**src/hdl/dma_region_regs.svh**
```systemverilog
`ifndef DMA_REGION_REGS_SVH
`define DMA_REGION_REGS_SVH

// ----------------------------------------------------------------------------
// Sizes
// ----------------------------------------------------------------------------
`define RG_NUM_REGIONS 4
`define RG_NUM_QUEUES 2
`define RG_QUEUE_DEPTH 16
`define RG_DMA_CHANNELS 64
`define RG_QUICK_CHANNELS 8

// ----------------------------------------------------------------------------
// Address map (byte addresses, 12-bit bus)
// ----------------------------------------------------------------------------
// Per-region enable block: 0x000 + region * 0x010.
`define RG_PAGE_CFG 4'h0
`define RG_SLOT_DRAE_LO 2'h0
`define RG_SLOT_DRAE_HI 2'h1
`define RG_SLOT_QRAE 2'h2
// Channel registers, global view at page 0x1, region views at page 0x2.
`define RG_PAGE_GLOBAL 4'h1
`define RG_PAGE_VIEW 4'h2
`define RG_REL_INTEN_LO 5'h00
`define RG_REL_INTEN_HI 5'h04
`define RG_REL_PEND_LO 5'h08
`define RG_REL_PEND_HI 5'h0c
`define RG_REL_QEVEN 5'h10
// Queue entries: 0x400 + queue * 0x040 + slot * 4.
`define RG_PAGE_QUEUE 4'h4

// ----------------------------------------------------------------------------
// Fields and reset values
// ----------------------------------------------------------------------------
`define RG_KIND_MSB 7
`define RG_KIND_LSB 6
`define RG_CHAN_MSB 5
`define RG_CHAN_LSB 0
`define RG_QRAE_RSVD 24'h000000
`define RG_RESET_WORD 32'h00000000
`define RG_RESET_BYTE 8'h00

`endif

```
**src/hdl/dma_region_pkg.sv**
```systemverilog
package dma_region_pkg;

    // Source of a queued event, as stored in an entry.
    typedef enum logic [1:0] {
        KIND_EXTERNAL = 2'h0,
        KIND_MANUAL = 2'h1,
        KIND_CHAIN = 2'h2,
        KIND_QUICK_AUTO = 2'h3
    } entry_event_kind_t;

    // One queue slot: kind in the upper bits, channel below.
    typedef struct packed {
        entry_event_kind_t kind;
        logic [5:0] chan;
    } queue_entry_t;

endpackage

```
**src/hdl/region_gate_if.sv**
```systemverilog
// Carries one region-view access between the register file and the gate.
interface region_gate_if;
    logic [31:0] mask; // Per-bit access enable of the region.
    logic [31:0] stored; // Current register contents.
    logic [31:0] wdata; // Data written by software.
    logic [31:0] rdata; // Gated read value.
    logic [31:0] merged; // Next value after a gated plain write.
    logic [31:0] clear_bits; // Bits a gated write-one-to-clear may clear.

    modport gate (input mask, input stored, input wdata,
                  output rdata, output merged, output clear_bits);
    modport user (output mask, output stored, output wdata,
                  input rdata, input merged, input clear_bits);
endinterface

```
**src/hdl/region_gate.sv**
```systemverilog
// Applies a region's per-bit access enables to one register access.
module region_gate (
    region_gate_if.gate g
);
    // Disabled bits read as zero.
    assign g.rdata = g.stored & g.mask;
    // Disabled bits keep their stored state on a write.
    assign g.merged = (g.stored & ~g.mask) | (g.wdata & g.mask);
    // A clear can only reach enabled bits.
    assign g.clear_bits = g.wdata & g.mask;
endmodule

```
**src/hdl/dma_region_access.sv**
```systemverilog
// Functional notes
// - Disabled channel bit: reads zero, writes ignored.
// - Enabled channel bit: normal read and write.
// - Only enabled channels feed region interrupt.
// - Low enable register: bit n governs channel n.
// - Quick enable bits 7-0; 31-8 read zero.
// - Quick enable gates region reads and writes.
// - Gating also covers byte-wide quick registers.
// - Sixteen read-only entries per queue, two queues.
// - Entry bits 7-6 give event kind.
// - Entry bits 5-0 channel; 31-8 zero.
// - Entry fields read-only, not reset.
`include "dma_region_regs.svh"

module dma_region_access
    import dma_region_pkg::*;
(
    input wire logic clk,
    input wire logic reset_n,
    input wire logic [11:0] reg_addr,
    input wire logic [31:0] reg_wdata,
    input wire logic reg_wr,
    input wire logic reg_rd,
    output logic [31:0] reg_rdata,
    input wire logic [63:0] xfer_done,
    input wire logic enq_valid,
    input wire logic enq_queue,
    input wire logic [3:0] enq_slot,
    input wire logic [1:0] enq_kind,
    input wire logic [5:0] enq_chan,
    output logic [3:0] region_irq
);

    // ------------------------------------------------------------------------
    // Storage
    // ------------------------------------------------------------------------
    // Region enables, one set per shadow region.
    logic [31:0] drae_lo_r [`RG_NUM_REGIONS];
    logic [31:0] drae_hi_r [`RG_NUM_REGIONS];
    logic [7:0] qrae_r [`RG_NUM_REGIONS];
    // Channel registers that the region views expose.
    logic [63:0] int_en_r; // Completion interrupt enable per channel.
    logic [63:0] pend_r; // Sticky completion flags per channel.
    logic [63:0] pend_nxt; // Next value of the sticky flags.
    logic [7:0] qev_en_r; // Byte-wide quick-channel event enable.
    // Queue slots, deliberately left without reset.
    queue_entry_t entry_r [`RG_NUM_QUEUES][`RG_QUEUE_DEPTH];
    logic [31:0] rdata_nxt; // Read value for the current address.
    logic [3:0] irq_nxt; // Next region interrupt levels.

    // ------------------------------------------------------------------------
    // Address decode
    // ------------------------------------------------------------------------
    // True when the low offset of an address equals a given slot.
    function automatic logic rel_is(input logic [4:0] rel, input logic [4:0] off);
        return rel == off;
    endfunction

    wire [3:0] page = reg_addr[11:8];
    wire acc_cfg = (page == `RG_PAGE_CFG) && (reg_addr[7:6] == 2'h0);
    wire [1:0] cfg_region = reg_addr[5:4];
    wire [1:0] cfg_slot = reg_addr[3:2];
    wire acc_global = (page == `RG_PAGE_GLOBAL) && (reg_addr[7:5] == 3'h0);
    wire acc_view = (page == `RG_PAGE_VIEW) && !reg_addr[7];
    wire acc_chan = acc_global || acc_view;
    wire [1:0] view_region = reg_addr[6:5];
    wire [4:0] rel = reg_addr[4:0];
    wire acc_queue = (page == `RG_PAGE_QUEUE) && !reg_addr[7];
    wire q_sel = reg_addr[6];
    wire [3:0] q_slot = reg_addr[5:2];
    wire word_ok = reg_addr[1:0] == 2'h0;
    wire sel_inten_lo = rel_is(rel, `RG_REL_INTEN_LO);
    wire sel_inten_hi = rel_is(rel, `RG_REL_INTEN_HI);
    wire sel_pend_lo = rel_is(rel, `RG_REL_PEND_LO);
    wire sel_pend_hi = rel_is(rel, `RG_REL_PEND_HI);
    wire sel_qev = rel_is(rel, `RG_REL_QEVEN);
    wire chan_hit = acc_chan && word_ok &&
        (sel_inten_lo || sel_inten_hi || sel_pend_lo || sel_pend_hi || sel_qev);

    // ------------------------------------------------------------------------
    // Gating of channel register accesses
    // ------------------------------------------------------------------------
    // The global view is never gated, so its mask is all ones.
    wire [31:0] view_mask =
        (sel_inten_lo || sel_pend_lo) ? drae_lo_r[view_region] :
        (sel_inten_hi || sel_pend_hi) ? drae_hi_r[view_region] :
        {`RG_QRAE_RSVD, qrae_r[view_region]};
    wire [31:0] acc_mask = acc_view ? view_mask : 32'hffffffff;
    wire [31:0] chan_stored =
        sel_inten_lo ? int_en_r[31:0] :
        sel_inten_hi ? int_en_r[63:32] :
        sel_pend_lo ? pend_r[31:0] :
        sel_pend_hi ? pend_r[63:32] :
        {24'h000000, qev_en_r};

    region_gate_if gi ();
    assign gi.mask = acc_mask;
    assign gi.stored = chan_stored;
    assign gi.wdata = reg_wdata;

    region_gate u_gate (
        .g(gi.gate)
    );

    wire chan_wr = reg_wr && chan_hit;

    // ------------------------------------------------------------------------
    // Region enable registers
    // ------------------------------------------------------------------------
    // Plain read/write words; software owns them entirely.
    always_ff @(posedge clk or negedge reset_n) begin
        if (!reset_n) begin
            for (int r = 0; r < `RG_NUM_REGIONS; r++) begin
                drae_lo_r[r] <= `RG_RESET_WORD;
                drae_hi_r[r] <= `RG_RESET_WORD;
                qrae_r[r] <= `RG_RESET_BYTE;
            end
        end else if (reg_wr && acc_cfg && word_ok) begin
            unique case (cfg_slot)
                `RG_SLOT_DRAE_LO: drae_lo_r[cfg_region] <= reg_wdata;
                `RG_SLOT_DRAE_HI: drae_hi_r[cfg_region] <= reg_wdata;
                `RG_SLOT_QRAE: qrae_r[cfg_region] <= reg_wdata[7:0];
                default: ; // Slot 3 is unmapped; the write is dropped.
            endcase
        end
    end

    // ------------------------------------------------------------------------
    // Channel registers behind the views
    // ------------------------------------------------------------------------
    // Writes use the gated merge so that disabled bits are untouched.
    always_ff @(posedge clk or negedge reset_n) begin
        if (!reset_n) begin
            int_en_r <= 64'h0;
            qev_en_r <= `RG_RESET_BYTE;
        end else if (chan_wr) begin
            if (sel_inten_lo) begin
                int_en_r[31:0] <= gi.merged;
            end
            if (sel_inten_hi) begin
                int_en_r[63:32] <= gi.merged;
            end
            if (sel_qev) begin
                qev_en_r <= gi.merged[7:0];
            end
        end
    end

    // Completion flags are write-one-to-clear; a new completion in the
    // same cycle as its clear wins, so no event is ever lost.
    wire [63:0] pend_clr = {(chan_wr && sel_pend_hi) ? gi.clear_bits : 32'h0,
                            (chan_wr && sel_pend_lo) ? gi.clear_bits : 32'h0};
    assign pend_nxt = (pend_r & ~pend_clr) | xfer_done;

    always_ff @(posedge clk or negedge reset_n) begin
        if (!reset_n) begin
            pend_r <= 64'h0;
        end else begin
            pend_r <= pend_nxt;
        end
    end

    // ------------------------------------------------------------------------
    // Region completion interrupts
    // ------------------------------------------------------------------------
    // A channel counts toward a region only while that region owns it.
    always_comb begin
        for (int r = 0; r < `RG_NUM_REGIONS; r++) begin
            irq_nxt[r] = |(pend_r & int_en_r & {drae_hi_r[r], drae_lo_r[r]});
        end
    end

    always_ff @(posedge clk or negedge reset_n) begin
        if (!reset_n) begin
            region_irq <= 4'h0;
        end else begin
            region_irq <= irq_nxt;
        end
    end

    // ------------------------------------------------------------------------
    // Event queue entries
    // ------------------------------------------------------------------------
    // Only the queue manager writes slots; software has no write path.
    // No reset: contents are undefined until the first event lands.
    always_ff @(posedge clk) begin
        if (enq_valid) begin
            entry_r[enq_queue][enq_slot] <= '{kind: entry_event_kind_t'(enq_kind),
                                              chan: enq_chan};
        end
    end

    wire queue_entry_t rd_entry = entry_r[q_sel][q_slot];

    // ------------------------------------------------------------------------
    // Read path
    // ------------------------------------------------------------------------
    // Unmapped or misaligned reads return zero.
    always_comb begin
        rdata_nxt = 32'h0;
        if (acc_cfg && word_ok) begin
            unique case (cfg_slot)
                `RG_SLOT_DRAE_LO: rdata_nxt = drae_lo_r[cfg_region];
                `RG_SLOT_DRAE_HI: rdata_nxt = drae_hi_r[cfg_region];
                `RG_SLOT_QRAE: rdata_nxt = {`RG_QRAE_RSVD, qrae_r[cfg_region]};
                default: rdata_nxt = 32'h0;
            endcase
        end else if (chan_hit) begin
            rdata_nxt = gi.rdata;
        end else if (acc_queue && word_ok) begin
            rdata_nxt = {24'h000000, rd_entry};
        end
    end

    // Read data is held only for the cycle after the strobe.
    always_ff @(posedge clk or negedge reset_n) begin
        if (!reset_n) begin
            reg_rdata <= 32'h0;
        end else begin
            reg_rdata <= reg_rd ? rdata_nxt : 32'h0;
        end
    end
endmodule

```
**config.mk**
```make
export PLATFORM = sky130hd
export DESIGN_NAME = dma_region_access
export DESIGN_NICKNAME = d
export VERILOG_FILES = /design/src/hdl/dma_region_pkg.sv /design/src/hdl/region_gate_if.sv /design/src/hdl/region_gate.sv /design/src/hdl/dma_region_access.sv
export VERILOG_INCLUDE_DIRS = /design/src /design/src/hdl
export SDC_FILE = /design/constraint.sdc
export NUM_CORES = 1
export LEC_CHECK = 0
export CORE_MARGIN = 10
export CORE_UTILIZATION = 30
export DETAILED_ROUTE_END_ITERATION = 8
export DONT_BUFFER_PORTS = 1
export SLEW_MARGIN = 10
export SYNTH_ARGS = -nofsm -noshare
export SYNTH_HDL_FRONTEND = slang
export SYNTH_SLANG_ARGS = --single-unit
export TNS_END_PERCENT = 20
```
**constraint.sdc**
```tcl
create_clock -name clk -period 2.3 [get_ports clk]
set_input_delay 0.115 -clock clk [delete_from_list [all_inputs] [get_ports clk]]
set_output_delay 0.115 -clock clk [all_outputs]
set_load 0.005 [all_outputs]
```
# Yosys cells after proc, flatten, opt, wreduce, memory -nomap -nowiden
# Memory sizes are Yosys's and may differ from the RTL's.
# Cells that the tools add are included.
dict set report word_totals {
  output_inout_bits 36
  mem_bits_rw 256
  register_bits 460
  memories 1
  latchBits 0
  wordCells 136
  inputBits 126
  rom_bits 0
}
dict set report classes {
  n_eq_ne 9
  n_shift 0
  mul 0
  n_div 0
  n_mux 46
  addsub 0
  n_reduce_logical 39
  bitwise 17
  magnitude_cmp 6
}
# memory depth word_bits rd rd_clocked_by_memory_dff write_ports line_no
set mem_list {}
lappend mem_list {entry_r 2 128 1 0 1 dma_region_access.sv:47} ;# queue_entry_t entry_r [`RG_NUM_QUEUES][`RG_QUEUE_DEPTH];
# cell count
set ops {}
lappend ops {{two-way mux 32 bit} 21}
lappend ops {{bitwise AND 64 bit} 6}
lappend ops {{binary-select mux 32 bit (select 2 bit)} 4}
lappend ops {{bitwise mux 128 bit} 2}
lappend ops {{OR reduction 64 bit} 4}
lappend ops {{two-way mux 128 bit} 1}
lappend ops {{bitwise AND 32 bit} 3}
lappend ops {{one-hot mux 32 bit (3 select lines)} 1}
lappend ops {{two-way mux 8 bit} 9}
lappend ops {{demux 32 bit (select 2 bit)} 1}
lappend ops {{inverter 64 bit} 1}
lappend ops {{OR 64 bit} 1}
lappend ops {{binary-select mux 8 bit (select 2 bit)} 2}
lappend ops {{binary-select mux 8 bit (select 4 bit)} 1}
lappend ops {{bitwise mux 32 bit} 1}
lappend ops {{demux 8 bit (select 4 bit)} 1}
lappend ops {{inverter 32 bit} 1}
lappend ops {{OR 32 bit} 1}
lappend ops {{demux 8 bit (select 2 bit)} 1}
lappend ops {{logical AND 1 bit} 15}
lappend ops {{AND reduction 2 bit} 6}
lappend ops {{== test 5 x 4 -> 1 bit (second input constant)} 2}
lappend ops {{>= comparator 5 bit (second input constant)} 2}
lappend ops {{inverter 4 -> 5 bit} 2}
lappend ops {{other kinds (18)} 28}

# Logic depth before layout (Yosys ltp)
dict set report depth {
  depth_word 12
  mapped_depth 10
  mapped_depth_nobuf 6
}

# Cells and area by module
# Synthesis repeated with hierarchy kept, for this count alone.
dict set report unflattened {
  cells_unflattened 2444
  area_unflattened_um2 35888.2
}
# module n_inst seq_area_each_um2 cells_each area_each_um2
set by_module_without_submodules {}
lappend by_module_without_submodules {dma_region_access 1 19198.4 2348 34927.2}
lappend by_module_without_submodules {region_gate 1 0.0 96 960.9}

# Worst setup path after synthesis
# OpenSTA, ideal clock, no wires.
dict set report synth_path {
  kind {in2reg}
  start {input port reg_addr[8]}
  end {register drae_lo_r[12] (netlist name)}
  t_arrival_ns 1.720
  slack_ns 0.455
  path_buffers 1
  setup_time_ns 0.125
  required_time_ns 2.175
  stages 6
  path_cell_list {or4_4 -> nor2_4 -> nand3_2 -> nor2_2 -> buf_4 -> mux2_2}
}
dict set report synth_between {
  elab_chain_cells 5
}
# item line_no
set synth_rtl {}
lappend synth_rtl {{start: declaration} dma_region_access.sv:20} ;# input wire logic [11:0] reg_addr,
lappend synth_rtl {{logical NOT 4 bit (no line)} n/a}
lappend synth_rtl {{logical AND 1 bit} dma_region_access.sv:60} ;# wire acc_cfg = (page == `RG_PAGE_CFG) && (reg_addr[7:6] == 2'h0);
lappend synth_rtl {{logical AND 1 bit (2 in a row)} dma_region_access.sv:118} ;# end else if (reg_wr && acc_cfg && word_ok) begin
lappend synth_rtl {{AND reduction 2 bit (no line)} n/a}
lappend synth_rtl {{end signal: indexed assignment} dma_region_access.sv:114} ;# drae_lo_r[r] <= `RG_RESET_WORD;
lappend synth_rtl {{end signal: indexed assignment} dma_region_access.sv:120} ;# `RG_SLOT_DRAE_LO: drae_lo_r[cfg_region] <= reg_wdata;
lappend synth_rtl {{end: declaration} dma_region_access.sv:38} ;# logic [31:0] drae_lo_r [`RG_NUM_REGIONS];
# No other way between the ends.
# A chain may end at the register's enable or synchronous reset.

# Final worst setup path
dict set report layout_path {
  start {input port reg_addr[7]}
  end {register reg_rdata[19]}
}
dict set report layout_between {
  elab_chain_cells 8
  word_cells_on_any_way 15
  classes_between {4 x mux; 1 x bitwise; 10 x reduce/logical}
}
# item line_no
set layout_rtl {}
lappend layout_rtl {{logical NOT 3 bit / logical NOT 1 bit (equally long branches)} {dma_region_access.sv:63, dma_region_access.sv:64}}
lappend layout_rtl {{logical AND 1 bit, on equally long branches} {dma_region_access.sv:63, dma_region_access.sv:64}}
lappend layout_rtl {{logical OR 1 bit} dma_region_access.sv:65} ;# wire acc_chan = acc_global || acc_view;
lappend layout_rtl {{logical AND 1 bit (2 in a row)} dma_region_access.sv:77} ;# wire chan_hit = acc_chan && word_ok &&
lappend layout_rtl {{two-way mux 32 bit} dma_region_access.sv:208} ;# end else if (chan_hit) begin
lappend layout_rtl {{two-way mux 32 bit *} dma_region_access.sv:201} ;# if (acc_cfg && word_ok) begin
lappend layout_rtl {{two-way mux 32 bit *} dma_region_access.sv:220} ;# reg_rdata <= reg_rd ? rdata_nxt : 32'h0;
lappend layout_rtl {{end signal: assignment} dma_region_access.sv:220}
lappend layout_rtl {{end: declaration} dma_region_access.sv:24} ;# output logic [31:0] reg_rdata,
# Every way passes the cells marked *; elsewhere a longest branch is shown, timed or not.

==> out/metrics.cfg <==
[status]
outcome=finished, violations left
violations=negative hold slack

[final_layout]
utilization_pct=36.2
fin_area_sq_mm=0.0422
drive_gt1_share_pct=27.1
stdcell_count=4380
fin_nets=2903
area.growth.synth_to_final_pct=19.6

[power]
p_seq_share_pct=47.6
switching_share_pct=22.9
power.density_mw_per_mm2=669
power.clock.fraction_pct=47.4
p_comb_share_pct=5.0
fin_total_pwr_uw=28200
p_sw_uw=6470
irDropWorstVdd_mv=0.604
power.internal_uw=21700
p_leak_uw=0.0164

[synth]
yosys_register_bits=716
postSynthCellCount=2586
synthArstFlopShare_pct=64.2
synth.avg_cell_area_sq_um=13.6
synth_cell_types=65
synthFlopType=dfrtp_1
synth.yosys.seq_area_share_pct=54.5
synth_edf_count=256
synth_top_area_share_pct=32.7
ys_warn_count=0
syn_area_sq_mm=0.0352
syn_nets=2712
ys_top_cells_by_area=dfrtp_1, edfxtp_1, mux4_2
yosysTopAreaCell=dfrtp_1

[setup_path]
crit_type=input port to flop
r2r_end=reg_rdata[4]
cp_data_arrival_time_ns=2.85
reg2regPathDepth=6
r2r_slack_ns=0.08
critPathLaunchType=input port
cp_cell_sequence=dlygate4sd3_1 -> or4_4 -> nor2_4 -> nand2_8 -> nor2_4 -> buf_12 -> a32oi_1 -> nor2b_1 -> dlygate4sd3_1
cp_max_fo=24
crit_path_end=reg_rdata[19]
slowest_delay_ns=0.60
worst_setup_path_end_kind=flop
crit_required_ns=2.92
cp_slowest_cell=dlygate4sd3_1
r2r-start=entry_r[1][108]
critPathLaunch=reg_addr[7]

[timing]
worst_clock_skew_ns=0.0308
min_period_ns=2.23
finalHoldViolCount=460
slew_violations=0
timing.slew.headroom_pct=24.1
whs_ns=-0.861
worstMarginPinSlew_ns=1.14
setup_viol=0
rsz0062_at_grt=yes
fmax_mhz=449
min_period_over_period_pct=96.9

[floorplanning]
rows=125
fp.dieW_microns=363
die_h_microns=363
die_area_sq_mm=0.132
initial_core_util_pct=30.3
ioPinCount=162
core_sq_mm=0.116

[placed_design]
finalWeightedCongestion=0.966
place_inst=4018
dpl-instance-area_sq_mm=0.0372
port_buffers=0
hpwl_mm=81.9

[clock_network]
path_clk_slew_ns=0.06
cts_max_path_buffers=3
htreeDepth=3
cts_made_buffers=78
clk_latency_ns=0.68
cts_tree=done
cts.sinks=716
cts_root_buf=clkbuf_16

[detailed_routing]
wl_per_cell_microns=29.3
drt_wl_total_mm=128
drt_pass1_iterations=5
vias=25200
ant_nets=0
drtIter0Drc=3280
viasPerCell=5.76
drc=0

[global_route]
antenna_found_initial=27
grt_pass1_vias=24700
top_usage_layer=met2
use_met1_pct=25.3
grt_util_all_layers_pct=19.2
grt_max_degree=461
grt_use_met2_pct=28.8
met3_usage_pct=6.19
grt_first_pass_wirelength_mm=185
gr-total-overflow=0

[flow_run]
max_cap_viol_count=0

[hold_path]
hold_class=input port to asynchronous set/reset pin

## what timing repair did
action,in CTS,in global routing
buffers inserted,0,0
hold buffers,201,2
endpoints found under the hold margin,1387,462
resized for setup,0,17
setup endpoints to repair,0,21
## worst min path at each step
stage               startpoint             end  cells past startpoint
floorplan              reset_n    drae_hi_r[0]                      0
detailed placement     reset_n  drae_hi_r[121]                      0
finish                 reset_n  drae_hi_r[121]                      0
global placement       reset_n      pend_r[57]                      0
global route           reset_n  drae_hi_r[121]                      0
CTS                    reset_n   drae_lo_r[89]                      0
## metrics by stage
stage | setup WS [ns] | TNS (ns)
after global routing | -0.0178 | -0.0330
after detailed placement | 0.0776 | 0
after global placement | 0.0437 | 0
after floorplan | 0.455 | 0
final | 0.0718 | 0
after CTS | 0.0435 | 0
## cells in the final DEF (no fill, tap or decap), drive strengths merged, types with 13 or more instances in the layout
cell type    instances
edfxtp             256
a21o                16
clkinv              27
a22oi               13
clkbuf             102
a22o                20
a21oi               49
o22ai               15
mux2i              144
a32oi               52
nand2              131
nor4                18
dfrtp              460
mux2               316
mux4               180
o21ai              131
a221oi              21
nor2                81
nand2b              56
dlygate4sd3        189
nand4               67
nor2b               41
nand3              264
buf                104
diode               14
## kinds of logic (layout without fill, tap and decap cells)
logic type / count (synthesis) / count (layout) / synth area share [%]
AO/OA/AOI/OAI: 360 / 360 / 6.91
buffers and inverters: 184 / 440 / 2.77
flip-flops: 716 / 716 / 54.5
multiplexers: 640 / 640 / 25.7
other: 0 / 14 / 0
AND/OR/NAND/NOR: 686 / 686 / 10.1
## worst max-delay path: cells and delay by family
family / cells / cell delay [ns]
and+or+nand+nor: 5 / 1.20
buffers and inverters: 3 / 1.40
AOI/OAI and AO/OA: 1 / 0.09
## final cells by class
cell class,count,area (sq um)
Clock buffer,102,2150
Sequential cell,716,19200
Inverter,2,7.51
Clock inverter,43,568
Timing Repair Buffer,293,3130
Tap cell,1524,1910
Multi-Input combinational cell,1686,15200
Fill cell,11200,74200
Antenna cell,14,35.0
## synthesized netlist by cell type (all sizes together) (2+ instances only)
library cell  instances
buf                 107
a32oi                52
a211o                 8
a22o                 20
a31oi                11
or3                   3
inv                   2
o211ai                2
o221a                 2
nor3                 11
nor2                 81
nor4                 18
nor2b                41
nand4                67
clkbuf               75
nand2               131
edfxtp              256
a21oi                49
o21ai               131
mux2i               144
a221oi               21
o22ai                15
or2                   4
a21o                 16
o221ai                5
mux4                180
a22oi                13
nand3b                3
and3                  2
nand2b               56
nand3               264
o21a                  3
a211oi                3
and2                  2
mux2                316
o32ai                 3
dfrtp               460
## registers in the layout (all words and copies together), names as in the netlist
signal / cells
reg_rdata: 32
int_en_r: 64
entry_r: 256
qev_en_r: 8
qrae_r: 32
drae_hi_r: 128
pend_r: 64
region_irq: 4
drae_lo_r: 128
## per-layer routing
| layer | vias up | wire (microns) | share of wire, % |
|---|---|---|---|
| li1 | 10500 | - | - |
| met2 | 1342 | 56700 | 44 |
| met5 | - | 52 | 0.040 |
| met1 | 13100 | 51700 | 40 |
| met3 | 286 | 14200 | 11 |
| met4 | 8 | 5760 | 4.5 |
## power by group through the flow
| stage | Sequential, uW | Combinational, uW | Clock, uW |
|---|---|---|---|
| 2_1_floorplan | 13600 | 926 | 0 |
| 3_3_place_gp | 13700 | 824 | 0 |
| 3_5_place_dp | 13700 | 829 | 0 |
| 4_1_cts | 13400 | 1390 | 13500 |
| 5_1_grt | 13400 | 1480 | 14100 |
| 6_report | 13400 | 1410 | 13400 |
No activity file was read; power rests on OpenSTA's default activity.
